**src/tppio_pkg.sv**
```systemverilog
// Purpose: shared constants for the three-port parallel io block
// Assumes: 32-bit classic wishbone slave, byte addresses are four times the register index
// Notes:   widths and reset values are named here once
package tppio_pkg;

	// ==========================================================
	// register indices and byte addresses
	localparam logic [3:0] TPPIO_IDX_FIRST_DATA   = 4'h0;
	localparam logic [3:0] TPPIO_IDX_SECOND_DATA  = 4'h1;
	localparam logic [3:0] TPPIO_IDX_NIBBLE_DATA  = 4'h2;
	localparam logic [3:0] TPPIO_IDX_FIRST_DIR    = 4'h4;
	localparam logic [3:0] TPPIO_IDX_SECOND_DIR   = 4'h5;
	localparam logic [3:0] TPPIO_IDX_NIBBLE_DIR   = 4'h6;
	localparam logic [3:0] TPPIO_IDX_CONTROL      = 4'h8;
	localparam int         TPPIO_ADDR_LSB         = 2;
	localparam int         TPPIO_IDX_W            = 4;

	// ==========================================================
	// widths and reset values
	localparam int         TPPIO_WIDE_W           = 8;
	localparam int         TPPIO_NIBBLE_W         = 4;
	localparam logic [7:0] TPPIO_DIR_RESET        = 8'h00;
	localparam logic [7:0] TPPIO_LATCH_INIT       = 8'h00;
	localparam logic [7:0] TPPIO_SHARE_RESET      = 8'h00;
	localparam int         TPPIO_CTRL_HOLD_BIT    = 0;
	localparam int         TPPIO_SYNC_STAGES      = 2;

endpackage

```
**src/tppio_sync.sv**
```systemverilog
// Purpose: two flip-flop synchroniser for pin inputs
// Assumes: single clock, synchronous reset
// Notes:   stage one is read only by stage two
`timescale 1ns/1ps
module tppio_sync
	import tppio_pkg::*;
#(
	parameter int WIDTH = 8
) (
	input  wire logic             clk_i,
	input  wire logic             rst_i,
	input  wire logic [WIDTH-1:0] async_i,
	output logic      [WIDTH-1:0] sync_o
);

	// ==========================================================
	// synchroniser stages
	logic [WIDTH-1:0] meta; // first stage, metastability catcher

	// both stages clear on reset so outputs are defined
	always_ff @(posedge clk_i) begin
		if (rst_i) begin
			meta   <= '0;
			sync_o <= '0;
		end else begin
			meta   <= async_i;
			sync_o <= meta;
		end
	end

endmodule

```
**src/tppio_port.sv**
```systemverilog
// Purpose: one bidirectional port: latch, direction, read mux, pin drive
// Assumes: write strobe and data come from the bus slave on the same clock
// Notes:   latch has no reset on purpose, direction clears on reset
`timescale 1ns/1ps
module tppio_port
	import tppio_pkg::*;
#(
	parameter int WIDTH = 8
) (
	input  wire logic             clk_i,
	input  wire logic             rst_i,
	input  wire logic             hold_i,       // low-power hold, freezes pin state
	input  wire logic             data_we_i,    // data register write strobe
	input  wire logic             dir_we_i,     // direction register write strobe
	input  wire logic [WIDTH-1:0] wdata_i,      // write data
	input  wire logic [WIDTH-1:0] share_en_i,   // per bit peripheral takeover
	input  wire logic [WIDTH-1:0] share_dir_i,  // peripheral direction per bit
	input  wire logic [WIDTH-1:0] share_out_i,  // peripheral output per bit
	input  wire logic [WIDTH-1:0] pin_i,        // raw pin level
	output logic      [WIDTH-1:0] pin_o,        // pin drive value
	output logic      [WIDTH-1:0] pin_oe_o,     // pin drive enable
	output logic      [WIDTH-1:0] data_rd_o,    // data register read value
	output logic      [WIDTH-1:0] dir_rd_o,     // direction register read value
	output logic      [WIDTH-1:0] pin_sync_o    // synchronised pin level
);

	// ==========================================================
	// storage
	logic [WIDTH-1:0] latch = TPPIO_LATCH_INIT[WIDTH-1:0]; // output latch, kept over reset
	logic [WIDTH-1:0] dir;                                 // direction, 1 is output
	logic [WIDTH-1:0] pin_s;                               // pin after synchroniser

	tppio_sync #(.WIDTH(WIDTH)) u_sync (
		.clk_i   (clk_i),
		.rst_i   (rst_i),
		.async_i (pin_i),
		.sync_o  (pin_s)
	);

	// output latch: writes land whatever the direction; reset leaves it alone
	always_ff @(posedge clk_i) begin
		if (data_we_i && !hold_i) begin
			latch <= wdata_i;
		end
	end

	// direction register: cleared on any reset so every pin becomes an input
	always_ff @(posedge clk_i) begin
		if (rst_i) begin
			dir <= TPPIO_DIR_RESET[WIDTH-1:0];
		end else if (dir_we_i && !hold_i) begin
			dir <= wdata_i;
		end
	end

	// ==========================================================
	// per bit pin drive and read mux
	genvar b;
	generate
		for (b = 0; b < WIDTH; b++) begin : g_bit
			// peripheral owns the bit while its enable is set and neither reset nor hold is active
			always_ff @(posedge clk_i) begin
				if (rst_i) begin
					pin_oe_o[b] <= 1'b0;
					pin_o[b]    <= 1'b0;
				end else if (hold_i) begin
					pin_oe_o[b] <= pin_oe_o[b];
					pin_o[b]    <= pin_o[b];
				end else if (share_en_i[b]) begin
					pin_oe_o[b] <= share_dir_i[b];
					pin_o[b]    <= share_out_i[b];
				end else begin
					pin_oe_o[b] <= dir[b];
					pin_o[b]    <= (data_we_i && dir_we_i) ? latch[b] :
					               (data_we_i ? wdata_i[b] : latch[b]);
				end
			end
			// input bits read the pin, output bits read the latch
			assign data_rd_o[b] = dir[b] ? latch[b] : pin_s[b];
		end
	endgenerate

	assign dir_rd_o   = dir;
	assign pin_sync_o = pin_s;

	// ==========================================================
	// checks
	dir_reset_a: assert property (@(posedge clk_i) rst_i |=> (dir == '0))
		else $error("direction not cleared by reset");
	drive_follows_a: assert property (@(posedge clk_i) disable iff (rst_i)
		(!hold_i && !$past(hold_i) && $past(!rst_i) && !$past(share_en_i[0]))
		|-> pin_oe_o[0] == $past(dir[0]))
		else $error("pin enable does not follow direction");
	hold_freeze_a: assert property (@(posedge clk_i) disable iff (rst_i)
		$past(hold_i) && !$past(rst_i) |-> $stable(pin_oe_o) && $stable(pin_o))
		else $error("pins changed while held");

endmodule

```
**src/tppio_top.sv**
```systemverilog
// Purpose: three-port parallel io behind a classic wishbone slave
// Assumes: 250 MHz clk_i, synchronous active-high rst_i, 32-bit bus, one cycle ack
// Notes:   two 8-bit ports and one 4-bit port, 20 pins in all
//          registers sit at four times their index: data 0x00/0x04/0x08, direction 0x10/0x14/0x18
//          control word at 0x20, bit zero is a software hold with the same effect as stop_i
//          output latches have no reset: a mid-run reset keeps them, power-up starts them at zero
//          pin inputs cross two flip-flops, so a data read returns the pin as it stood three edges before the ack
//          the serial module owns a second-port bit whenever its enable bit is set and neither reset nor hold is active
//
// Decided for this implementation: the Wishbone interface to the registers.
`timescale 1ns/1ps
module tppio_top
	import tppio_pkg::*;
#(
	parameter int WIDE_W   = TPPIO_WIDE_W,
	parameter int NIBBLE_W = TPPIO_NIBBLE_W
) (
	input  wire logic                clk_i,
	input  wire logic                rst_i,
	// wishbone classic slave
	input  wire logic                cyc_i,
	input  wire logic                stb_i,
	input  wire logic                we_i,
	input  wire logic [5:0]          adr_i,
	input  wire logic [3:0]          sel_i,
	input  wire logic [31:0]         dat_i,
	output logic      [31:0]         dat_o,
	output logic                     ack_o,
	// low-power stopped state request
	input  wire logic                stop_i,
	// serial peripheral sharing of second port
	input  wire logic [WIDE_W-1:0]   sync_serial_module_en_i,
	input  wire logic [WIDE_W-1:0]   sync_serial_module_dir_i,
	input  wire logic [WIDE_W-1:0]   sync_serial_module_out_i,
	output logic      [WIDE_W-1:0]   sync_serial_module_in_o,
	// pins
	input  wire logic [WIDE_W-1:0]   first_pin_i,
	output logic      [WIDE_W-1:0]   first_pin_o,
	output logic      [WIDE_W-1:0]   first_pin_oe_o,
	input  wire logic [WIDE_W-1:0]   second_pin_i,
	output logic      [WIDE_W-1:0]   second_pin_o,
	output logic      [WIDE_W-1:0]   second_pin_oe_o,
	input  wire logic [NIBBLE_W-1:0] nibble_pin_i,
	output logic      [NIBBLE_W-1:0] nibble_pin_o,
	output logic      [NIBBLE_W-1:0] nibble_pin_oe_o
);

	// ==========================================================
	// bus decode
	logic [TPPIO_IDX_W-1:0] idx;     // register index from byte address
	logic                   req;     // new access this cycle
	logic                   wr;      // write that takes effect now
	logic                   lane0;   // low byte lane enabled
	logic                   hold;    // stopped state freeze
	logic                   ctrl_hold; // software stop hold bit

	// the index drops the two byte-offset bits of the byte address
	assign idx   = adr_i[TPPIO_ADDR_LSB +: TPPIO_IDX_W];
	// a request is new only while the previous one is not being acked
	assign req   = cyc_i && stb_i && !ack_o;
	// only lane zero carries register bits, so a write without it is dropped
	assign lane0 = sel_i[0];
	assign wr    = req && we_i && lane0;
	// either the stop pin or the control bit freezes the pins
	assign hold  = stop_i || ctrl_hold;

	// ack one cycle after the request, dropped the cycle after
	// registering ack costs a cycle but keeps the decode off the bus return path
	always_ff @(posedge clk_i) begin
		if (rst_i) begin
			ack_o <= 1'b0;
		end else begin
			ack_o <= req;
		end
	end

	// ==========================================================
	// control register: bit zero forces the hold state
	// the control word itself is never frozen, or software could not leave the hold
	always_ff @(posedge clk_i) begin
		if (rst_i) begin
			ctrl_hold <= 1'b0;
		end else if (wr && idx == TPPIO_IDX_CONTROL) begin
			ctrl_hold <= dat_i[TPPIO_CTRL_HOLD_BIT];
		end
	end

	// ==========================================================
	// three ports
	logic [WIDE_W-1:0]   first_data_rd;    // first port data read
	logic [WIDE_W-1:0]   first_dir_rd;     // first port direction read
	logic [WIDE_W-1:0]   second_data_rd;   // second port data read
	logic [WIDE_W-1:0]   second_dir_rd;    // second port direction read
	logic [NIBBLE_W-1:0] nibble_data_rd;   // nibble port data read
	logic [NIBBLE_W-1:0] nibble_dir_rd;    // nibble port direction read

	// first port shares nothing
	// all three ports are the same module, so per-pin direction works alike on 20 pins
	// share inputs tied low make the takeover path fall away in synthesis
	tppio_port #(.WIDTH(WIDE_W)) u_first (
		.clk_i       (clk_i),
		.rst_i       (rst_i),
		.hold_i      (hold),
		.data_we_i   (wr && idx == TPPIO_IDX_FIRST_DATA),
		.dir_we_i    (wr && idx == TPPIO_IDX_FIRST_DIR),
		.wdata_i     (dat_i[WIDE_W-1:0]),
		.share_en_i  ({WIDE_W{1'b0}}),
		.share_dir_i ({WIDE_W{1'b0}}),
		.share_out_i ({WIDE_W{1'b0}}),
		.pin_i       (first_pin_i),
		.pin_o       (first_pin_o),
		.pin_oe_o    (first_pin_oe_o),
		.data_rd_o   (first_data_rd),
		.dir_rd_o    (first_dir_rd),
		.pin_sync_o  ()
	);

	// second port lends bits to the serial peripheral
	// the peripheral sees the synchronised pins, the register view stays as usual
	tppio_port #(.WIDTH(WIDE_W)) u_second (
		.clk_i       (clk_i),
		.rst_i       (rst_i),
		.hold_i      (hold),
		.data_we_i   (wr && idx == TPPIO_IDX_SECOND_DATA),
		.dir_we_i    (wr && idx == TPPIO_IDX_SECOND_DIR),
		.wdata_i     (dat_i[WIDE_W-1:0]),
		.share_en_i  (sync_serial_module_en_i),
		.share_dir_i (sync_serial_module_dir_i),
		.share_out_i (sync_serial_module_out_i),
		.pin_i       (second_pin_i),
		.pin_o       (second_pin_o),
		.pin_oe_o    (second_pin_oe_o),
		.data_rd_o   (second_data_rd),
		.dir_rd_o    (second_dir_rd),
		.pin_sync_o  (sync_serial_module_in_o)
	);

	// nibble port: only low bits of the write data are stored
	// its upper register bits do not exist, so they read zero through the cast below
	tppio_port #(.WIDTH(NIBBLE_W)) u_nibble (
		.clk_i       (clk_i),
		.rst_i       (rst_i),
		.hold_i      (hold),
		.data_we_i   (wr && idx == TPPIO_IDX_NIBBLE_DATA),
		.dir_we_i    (wr && idx == TPPIO_IDX_NIBBLE_DIR),
		.wdata_i     (dat_i[NIBBLE_W-1:0]),
		.share_en_i  ({NIBBLE_W{1'b0}}),
		.share_dir_i ({NIBBLE_W{1'b0}}),
		.share_out_i ({NIBBLE_W{1'b0}}),
		.pin_i       (nibble_pin_i),
		.pin_o       (nibble_pin_o),
		.pin_oe_o    (nibble_pin_oe_o),
		.data_rd_o   (nibble_data_rd),
		.dir_rd_o    (nibble_dir_rd),
		.pin_sync_o  ()
	);

	// ==========================================================
	// read data, registered with the ack; unmapped reads zero
	// dat_o holds its value between reads, so only the ack cycle is meaningful
	// writes leave dat_o alone to avoid toggling the return bus needlessly
	always_ff @(posedge clk_i) begin
		if (rst_i) begin
			dat_o <= 32'h0000_0000;
		end else if (req && !we_i) begin
			unique case (idx)
				TPPIO_IDX_FIRST_DATA:  dat_o <= 32'(first_data_rd);
				TPPIO_IDX_SECOND_DATA: dat_o <= 32'(second_data_rd);
				TPPIO_IDX_NIBBLE_DATA: dat_o <= 32'(nibble_data_rd);
				TPPIO_IDX_FIRST_DIR:   dat_o <= 32'(first_dir_rd);
				TPPIO_IDX_SECOND_DIR:  dat_o <= 32'(second_dir_rd);
				TPPIO_IDX_NIBBLE_DIR:  dat_o <= 32'(nibble_dir_rd);
				TPPIO_IDX_CONTROL:     dat_o <= 32'(ctrl_hold);
				default:               dat_o <= 32'h0000_0000;
			endcase
		end
	end

	// ==========================================================
	// bus protocol checks

	// every new request is answered at the very next edge
	ack_timing_a: assert property (@(posedge clk_i) disable iff (rst_i)
		cyc_i && stb_i && !ack_o |=> ack_o)
		else $error("ack not one cycle after request");

	// ack is a pulse, so a held strobe cannot be taken twice
	ack_single_a: assert property (@(posedge clk_i) disable iff (rst_i)
		ack_o |=> !ack_o)
		else $error("ack held more than one cycle");

	// no answer without a request one cycle before
	ack_cause_a: assert property (@(posedge clk_i) disable iff (rst_i)
		ack_o |-> $past(cyc_i && stb_i))
		else $error("ack without request");

	// registers are at most one byte wide, the rest of the word reads zero
	read_upper_a: assert property (@(posedge clk_i) disable iff (rst_i)
		ack_o && $past(!we_i) |-> dat_o[31:8] == 24'h00_0000)
		else $error("read data above the low byte not zero");

	// ==========================================================
	// register checks

	// first port direction reads back the value just written
	dir_readback_a: assert property (@(posedge clk_i) disable iff (rst_i)
		wr && idx == TPPIO_IDX_FIRST_DIR && !hold |=> first_dir_rd == $past(dat_i[7:0]))
		else $error("direction read does not match write");

	// second port direction reads back too
	second_dir_a: assert property (@(posedge clk_i) disable iff (rst_i)
		wr && idx == TPPIO_IDX_SECOND_DIR && !hold |=> second_dir_rd == $past(dat_i[7:0]))
		else $error("second direction read does not match write");

	// nibble direction keeps only its four low bits
	nibble_dir_a: assert property (@(posedge clk_i) disable iff (rst_i)
		wr && idx == TPPIO_IDX_NIBBLE_DIR && !hold |=> nibble_dir_rd == $past(dat_i[3:0]))
		else $error("nibble direction read does not match write");

	// nibble direction read clears the unused upper bits
	nibble_upper_a: assert property (@(posedge clk_i) disable iff (rst_i)
		ack_o && $past(idx) == TPPIO_IDX_NIBBLE_DIR && $past(!we_i) |-> dat_o[7:4] == 4'h0)
		else $error("nibble upper bits not zero");

	// the same holds for the nibble data read
	nibble_data_a: assert property (@(posedge clk_i) disable iff (rst_i)
		ack_o && $past(idx) == TPPIO_IDX_NIBBLE_DATA && $past(!we_i) |-> dat_o[7:4] == 4'h0)
		else $error("nibble data upper bits not zero");

	// write in output mode, then read: the latch comes back, not the pin;
	// the read is taken three edges later because the master idles one cycle
	out_readback_a: assert property (@(posedge clk_i) disable iff (rst_i)
		wr && idx == TPPIO_IDX_FIRST_DATA && !hold && first_dir_rd == 8'hff
		##3 (cyc_i && stb_i && !we_i && !ack_o && idx == TPPIO_IDX_FIRST_DATA && first_dir_rd == 8'hff)
		|=> dat_o[7:0] == $past(dat_i[7:0], 4))
		else $error("output bits do not read latch");

	// input bits read the pin as it stood three edges before the ack,
	// the two synchroniser stages plus the read edge; skipped just after reset
	input_read_a: assert property (@(posedge clk_i) disable iff (rst_i)
		ack_o && $past(idx) == TPPIO_IDX_FIRST_DATA && $past(!we_i) && !$past(rst_i, 2) && !$past(rst_i, 3)
		|-> (dat_o[7:0] & ~$past(first_dir_rd)) == ($past(first_pin_i, 3) & ~$past(first_dir_rd)))
		else $error("input bits do not read the pin");

	// a held port ignores direction writes
	hold_dir_a: assert property (@(posedge clk_i) disable iff (rst_i)
		hold && wr && idx == TPPIO_IDX_FIRST_DIR |=> first_dir_rd == $past(first_dir_rd))
		else $error("direction changed while held");

	// ==========================================================
	// pin checks

	// reset turns every pin of every port into an input
	pin_reset_a: assert property (@(posedge clk_i)
		rst_i |=> first_pin_oe_o == '0 && second_pin_oe_o == '0 && nibble_pin_oe_o == '0)
		else $error("pin enable left on after reset");

	// a data write shows on the unshared first port at the next edge
	write_drive_a: assert property (@(posedge clk_i) disable iff (rst_i)
		wr && idx == TPPIO_IDX_FIRST_DATA && !hold |=> first_pin_o == $past(dat_i[7:0]))
		else $error("first port pin not driven by the write");

	// and on the nibble port
	nibble_drive_a: assert property (@(posedge clk_i) disable iff (rst_i)
		wr && idx == TPPIO_IDX_NIBBLE_DATA && !hold |=> nibble_pin_o == $past(dat_i[3:0]))
		else $error("nibble pin not driven by the write");

	// serial module enable on bit zero hands that pin's drive enable to the peripheral
	share_take_a: assert property (@(posedge clk_i) disable iff (rst_i)
		!hold && sync_serial_module_en_i[0] |=> second_pin_oe_o[0] == $past(sync_serial_module_dir_i[0]))
		else $error("shared pin not under peripheral control");

	// every second-port bit follows its own enable; the rest keep the register view
	for (genvar s = 0; s < WIDE_W; s++) begin : g_share_chk
		share_dir_a: assert property (@(posedge clk_i) disable iff (rst_i)
			!hold && sync_serial_module_en_i[s]
			|=> second_pin_oe_o[s] == $past(sync_serial_module_dir_i[s]))
			else $error("shared pin enable not from peripheral");
		share_out_a: assert property (@(posedge clk_i) disable iff (rst_i)
			!hold && sync_serial_module_en_i[s]
			|=> second_pin_o[s] == $past(sync_serial_module_out_i[s]))
			else $error("shared pin value not from peripheral");
		own_dir_a: assert property (@(posedge clk_i) disable iff (rst_i)
			!hold && !sync_serial_module_en_i[s]
			|=> second_pin_oe_o[s] == $past(second_dir_rd[s]))
			else $error("unshared pin enable not from direction");
	end

endmodule

```
**config.mk**
```make
export PLATFORM = sky130hd
export DESIGN_NAME = tppio_top
export DESIGN_NICKNAME = d
export VERILOG_FILES = /design/src/tppio_pkg.sv /design/src/tppio_sync.sv /design/src/tppio_port.sv /design/src/tppio_top.sv
export SDC_FILE = /design/constraint.sdc
export NUM_CORES = 1
export LEC_CHECK = 0
export BUFFER_PORTS_ARGS = -buffer_cell sky130_fd_sc_hd__buf_2
export CAP_MARGIN = 20
export CORE_MARGIN = 4
export CORE_UTILIZATION = 27
export CTS_CLUSTER_SIZE = 12
export DETAILED_ROUTE_END_ITERATION = 10
export SYNTH_ARGS = -nofsm -noshare
export SYNTH_HDL_FRONTEND = slang
export SYNTH_SLANG_ARGS = --single-unit
```
**constraint.sdc**
```tcl
create_clock -name clk_i -period 2.7 [get_ports clk_i]
set_clock_uncertainty 0.15 [all_clocks]
set_input_delay 0.27 -clock clk_i [delete_from_list [all_inputs] [get_ports clk_i]]
set_output_delay 0.27 -clock clk_i [all_outputs]
set_load 0.1 [all_outputs]
```
After elaboration in Yosys (flattened, before gate mapping)
Cells that the tools add are included.
Widths: inputs -> output; s select.
{"block": "word_totals", "register_bits": 154, "output_inout_bits": 81, "elab_cells": 164}
{"block": "classes", "eq_ne": 6, "mux": 77, "reduce_logical": 26}
{"op": "$mux 1", "count": 76}
{"op": "$pmux 8 s7", "count": 1}
{"op": "$logic_and 1x1->1", "count": 21}
{"op": "$eq 4x3->1 const B", "count": 3}
{"op": "$eq 4x1->1 const B", "count": 1}
{"op": "$eq 4x2->1 const B", "count": 1}
{"op": "$eq 4x4->1 const B", "count": 1}
{"op": "$logic_not 4->1", "count": 1}
{"op": "$logic_not 1->1", "count": 3}
{"op": "$logic_or 1x1->1", "count": 1}

Longest topological paths before layout
{"block": "logic_depth", "word_depth": 8, "mapped_depth": 6}

Modules after synthesis
Synthesis repeated with hierarchy kept, for this count alone.
{"block": "unflattened", "hier_cells": 514, "area_unflattened_um2": 6025.8}
{"mod": "tppio_port at u_first ...", "n_inst": 2, "cells_each": 132, "area_per_inst_um2": 1581.5, "seq_area_each_um2": 720.7}
{"mod": "tppio_top", "n_inst": 1, "cells_each": 101, "area_per_inst_um2": 954.7, "seq_area_each_um2": 200.2}
{"mod": "tppio_sync at u_first.u_sync ...", "n_inst": 2, "cells_each": 33, "area_per_inst_um2": 464.2, "seq_area_each_um2": 320.3}
{"mod": "tppio_port at u_nibble", "n_inst": 1, "cells_each": 67, "area_per_inst_um2": 769.5, "seq_area_each_um2": 360.3}
{"mod": "tppio_sync at u_nibble.u_sync", "n_inst": 1, "cells_each": 16, "area_per_inst_um2": 210.2, "seq_area_each_um2": 160.2}

Least setup slack after synthesis
No wires, ideal clock.
{"block": "synth_path", "path_kind": "flip-flop to flip-flop", "startpoint": "register ack_o", "endpoint": "register u_second.latch[0], enable pin", "t_arrival_ns": 2.246, "required_ns": 2.155, "setup_slack_ns": -0.090, "path_stages_with_launch": 4, "cell_sequence": "dfxtp_1 > nand3b_1 > buf_1 > nor4_1"}
{"block": "synth_between", "elab_chain_len": 6}
{"item": "start: declaration", "line_no": "tppio_top.sv:28", "rtl": "output logic ack_o,"}
{"item": "start signal: assignment", "line_no": "tppio_top.sv:73", "rtl": "ack_o <= req;"}
{"item": "$logic_not 1->1", "line_no": "tppio_top.sv:60", "rtl": "assign req = cyc_i && stb_i && !ack_o;"}
{"item": "$logic_and 1x1->1", "line_no": "tppio_top.sv:60"}
{"item": "$logic_and 1x1->1 (2 in a row)", "line_no": "tppio_top.sv:63", "rtl": "assign wr = req && we_i && lane0;"}
{"item": "$logic_and 1x1->1", "line_no": "tppio_top.sv:124", "rtl": ".data_we_i (wr && idx == TPPIO_IDX_SECOND_DATA),"}
{"item": "$logic_and 1x1->1", "line_no": "tppio_port.sv:42", "rtl": "if (data_we_i && !hold_i) begin"}
{"item": "end signal: assignment", "line_no": "tppio_port.sv:43", "rtl": "latch <= wdata_i;"}
{"item": "end: declaration", "line_no": "tppio_port.sv:29", "rtl": "logic [WIDTH-1:0] latch = TPPIO_LATCH_INIT[WIDTH-1:0];"}
Every way passes these cells.
A chain may end at the register's enable or synchronous reset.

Worst setup path after layout
{"block": "layout_path", "startpoint": "register ack_o", "endpoint": "register u_second.pin_o[7]"}
{"block": "layout_between", "elab_chain_len": 8, "elab_cells_between_ends": 10, "classes_between": "mux: 3; reduce/logical: 7"}
{"item": "$logic_not 1->1 *", "line_no": "tppio_top.sv:60"}
{"item": "$logic_and 1x1->1 *", "line_no": "tppio_top.sv:60"}
{"item": "$logic_and 1x1->1 * (2 in a row)", "line_no": "tppio_top.sv:63"}
{"item": "$logic_and 1x1->1 (on tied branches)", "line_no": "tppio_top.sv:124, tppio_top.sv:125"}
{"item": "$mux 1 or $logic_and 1x1->1 (tied branches)", "line_no": "tppio_port.sv:75, tppio_port.sv:74"}
{"item": "$mux 1 *", "line_no": "tppio_port.sv:74", "rtl": "pin_o[b] <= (data_we_i && dir_we_i) ? latch[b] :"}
{"item": "$mux 1 *", "line_no": "tppio_port.sv:69", "rtl": "end else if (share_en_i[b]) begin"}
{"item": "end signal: indexed assignment", "line_no": "tppio_port.sv:68", "rtl": "pin_o[b] <= pin_o[b];"}
{"item": "end signal: indexed assignment", "line_no": "tppio_port.sv:71", "rtl": "pin_o[b] <= share_out_i[b];"}
{"item": "end signal: indexed assignment", "line_no": "tppio_port.sv:74"}
{"item": "end: declaration", "line_no": "tppio_port.sv:20", "rtl": "output logic [WIDTH-1:0] pin_o,"}
Mark *: on every way between the ends. The rest lies on a longest branch, timed or not.

==> results.txt <==
- From bottom edge to top edge, the die measures 148 um.
- Path depth of the worst reg2reg path: 7
- The netlist uses 48 different library cells.
* Peak supply drop: 0.000458 V
* Leakage dissipation: 0.00287 uW
* Hold depth: 3
- CTS-repair resized insts: 0
- The region available for standard cell placement spans 0.0194 mm^2.
- The slowest stage of the critical path belongs to the cell dlygate4sd3_1.
- In the synthesized netlist the dominant register cell turns out to be dfxtp_1.
- Max-Slew Margin vs Limit: 31.1%
* DP Worst Slack: 0.420 ns
* Fill cells: 2000
* Outcome: finished clean
- Clock-pin slew on the worst setup and hold paths: 0.06 ns
* Worst-case setup margin in the final layout: 0.253 ns
- Achievable Freq: 409 MHz
* Mapped Area: 0.00531 mm^2
- Aggregate global routing overflow: 0
- Total Routed Length: 15.6 mm
* Global-route usage over all layers: 14.4%
- Final core utilization: 36.4%
* Most common cell after layout, fill and taps aside: buf_2
- Clock latency on the worst-skew pair, taken at its later pin, is 0.42 ns.
- Half-perimeter wire length after detailed placement: 11.6 mm
- Required @ worst endpoint: 2.90 ns
- Std-Cell Rows: 51
- H-tree level count: 4
- For this design, the sink count on the clock tree is 130.
- Max_cap viols: 0
- Critical Path AT: 2.65 ns
* Critical Path Fanout Max: 8
- Of the available clock period, the critical path in the final layout requires 90.6%.
* Most common cell type on the critical path: buf_4
* Cell breakdown of the critical path: nand3b_1, buf_4, nor3_2, buf_4, a211oi_1, o21ai_1, dlygate4sd3_1
* Slew at the pin closest to its max-slew limit: 1.03 ns
- Final critical-path required period: 2.45 ns
- Setup violations remaining at the end of the flow were counted as 0.
* Final Hold Violating Endpoints: 0
* Gate Count Post-Synth: 521
- Final routed DRC violation total: 0
- Share of synthesized flip-flops with an asynchronous set or reset: 0%
- Share of layout cells above drive strength 1: 26.4%
- Total power for the finished layout comes to 5190 uW.
- Area of the die: 0.0220 mm^2
- Detail Route Antenna Nets: 0
- Number of I/O port buffers: 119
* Iteration-0 DRC Markers: 200
- Total count of max-transition violations in the final report: 0
* Top-level I/O count: 173
- Post-Route Setup TNS: 0 ns
- Setup repair after global routing left no endpoint under its margin.
- From left edge to right edge, the die measures 148 um.
* Stage delay of the slowest cell on the critical path: 0.55 ns
* Effective utilization at floorplan: 27.4%
- Routability congestion estimate: 0.807
* # Post-CTS Setup Buffers: 0
- After the last flow step, the layout net total stands at 762.
- First-pass GRT wire length: 23.8 mm
* Worst Hold Class: in2reg
- Antenna violations before repair: 0
* Largest net degree at the start of global routing: 45
- The number of global-route vias before repair is 4051.
- In the layout the commonest cells are buf_2 (118), dfxtp_1 (110), mux2i_1 (61), nor2_1 (54), nor2b_1 (40).
- Number of iterations in the first detailed-routing pass: 4
* Layout-stage area growth over the synthesis result: 32.9%
* Nature of the critical path startpoint: flip-flop
* Portion of the post-synthesis area used by sequential elements: 52.7%
- Buffers inserted during clock tree synthesis total 17.
- Type of the worst setup path: reg2reg
- The worst setup path is captured at a flip-flop.
- The repair_antennas step left the layout with diodes totalling 0.
- Total via count in the routed design: 4210
- After detailed routing, the number of vias per cell comes to 4.44.
- Synthesis Warnings: 0
* Synthesized area divided by synthesized cell count: 10.2 um^2
- Dividing the detail-routed wire length by the instance count gives 16.5 um.
- CTS placed an instance of clkbuf_16 at the clock tree root.
- TritonCTS clock tree: done
- In this run, synthesis inferred 20 flip-flops with an integrated enable.
- #FFs+latches synth: 130
- Power density cells: 735 mW/mm^2
- Longest Clk Path Bufs: 2
==> routing by layer <==
metal	vias up	GRT usage, %	share of wire (%)
met3	11	5.00	8.2
met2	148	22.0	45
met1	1944	19.3	45
met5	-	0	0
met4	0	4.25	1.3
li1	2107	-	-
==> through the flow <==
step | std cells | hold WS, ns | instance area, um^2
CTS | 948 | 0.00568 | 7060
global placement | 891 | 0.266 | 6170
floorplan | 544 | 0.219 | 5410
global route | 948 | 0.0174 | 7060
finish | 948 | 0.0250 | 7060
detailed placement | 891 | 0.270 | 6170
==> registers in the layout, indices dropped and copies added (netlist names), 8 cells and up <==
register,count
dat_o,8
u_first.dir_rd_o,8
u_first.latch,8
u_first.pin_o,8
u_first.pin_oe_o,8
u_first.u_sync.meta,8
u_first.u_sync.sync_o,8
u_second.dir_rd_o,8
u_second.latch,8
u_second.pin_o,8
u_second.pin_oe_o,8
u_second.u_sync.meta,8
u_second.u_sync.sync_o,8
==> worst max-delay path, delay by kind of cell (launching register included) <==
kind | cells | cell delay, ns
AOI/OAI and AO/OA | 2 | 0.20
and+or+nand+nor | 2 | 0.62
DFF | 1 | 0.32
buffers and inverters | 3 | 1.09
==> what timing repair did <==
action	4_1_cts	5_1_grt
hold buffers	25	0
setup endpoints to repair	0	0
hold endpoints to repair	27	0
==> Yosys cell counts, drive strengths merged (2+ instances only) <==
cell type | instances | area (um^2)
o21ai | 12 | 60.1
nor4 | 9 | 77.6
dfxtp | 110 | 2200
nand3b | 4 | 30.0
or4b | 4 | 40.0
nor3 | 12 | 87.6
a211oi | 21 | 158
nand2 | 37 | 139
o22ai | 5 | 31.3
or2 | 2 | 12.5
o32ai | 5 | 43.8
nor2b | 40 | 250
or3 | 2 | 12.5
a221oi | 7 | 61.3
edfxtp | 20 | 601
nand4 | 2 | 12.5
a21oi | 23 | 115
or3b | 2 | 17.5
nor2 | 55 | 206
inv | 4 | 15.0
mux2i | 61 | 611
nand2b | 10 | 62.6
clkbuf | 22 | 82.6
a22oi | 7 | 52.6
buf | 31 | 218
==> kinds of logic (layout without fill, tap and decap cells) <==
kind of cell	after synthesis	after routing	share of synthesized area, %
AOI/OAI and AO/OA	84	84	10.5
buffers and inverters	57	196	5.93
DFF	130	130	52.7
muxes	61	61	11.5
other	1	24	0.0706
and+or+nand+nor	188	188	19.3
==> power breakdown <==
| part | switching (uW) | total, uW | internal [uW] | leakage, uW |
|---|---|---|---|---|
| clock | 847 | 2430 | 1590 | 0.000304 |
| sequential | 26.8 | 2050 | 2020 | 0.00108 |
| combinational | 561 | 709 | 148 | 0.00148 |
| total | 1430 | 5190 | 3760 | 0.00287 |
==> worst paths after layout <==
path	start	to	slack [ns]
max	ack_o	u_second.pin_o[7]	0.25
min	sync_serial_module_en_i[1]	u_second.pin_o[1]	0.03
max reg2reg	ack_o	u_second.pin_o[7]	0.25
min reg2reg	u_nibble.u_sync.meta[1]	u_nibble.u_sync.sync_o[1]	0.28
==> area by class of cell <==
cell class	count	area, um^2	area share [%]
Inverter	4	15.0	0.213
Sequential cell	130	2800	39.7
Clock buffer	21	493	6.98
Timing Repair Buffer	160	968	13.7
Tap cell	265	332	4.70
Clock inverter	11	148	2.09
Multi-Input combinational cell	357	2300	32.6
No activity file was read; power rests on OpenSTA's default activity.
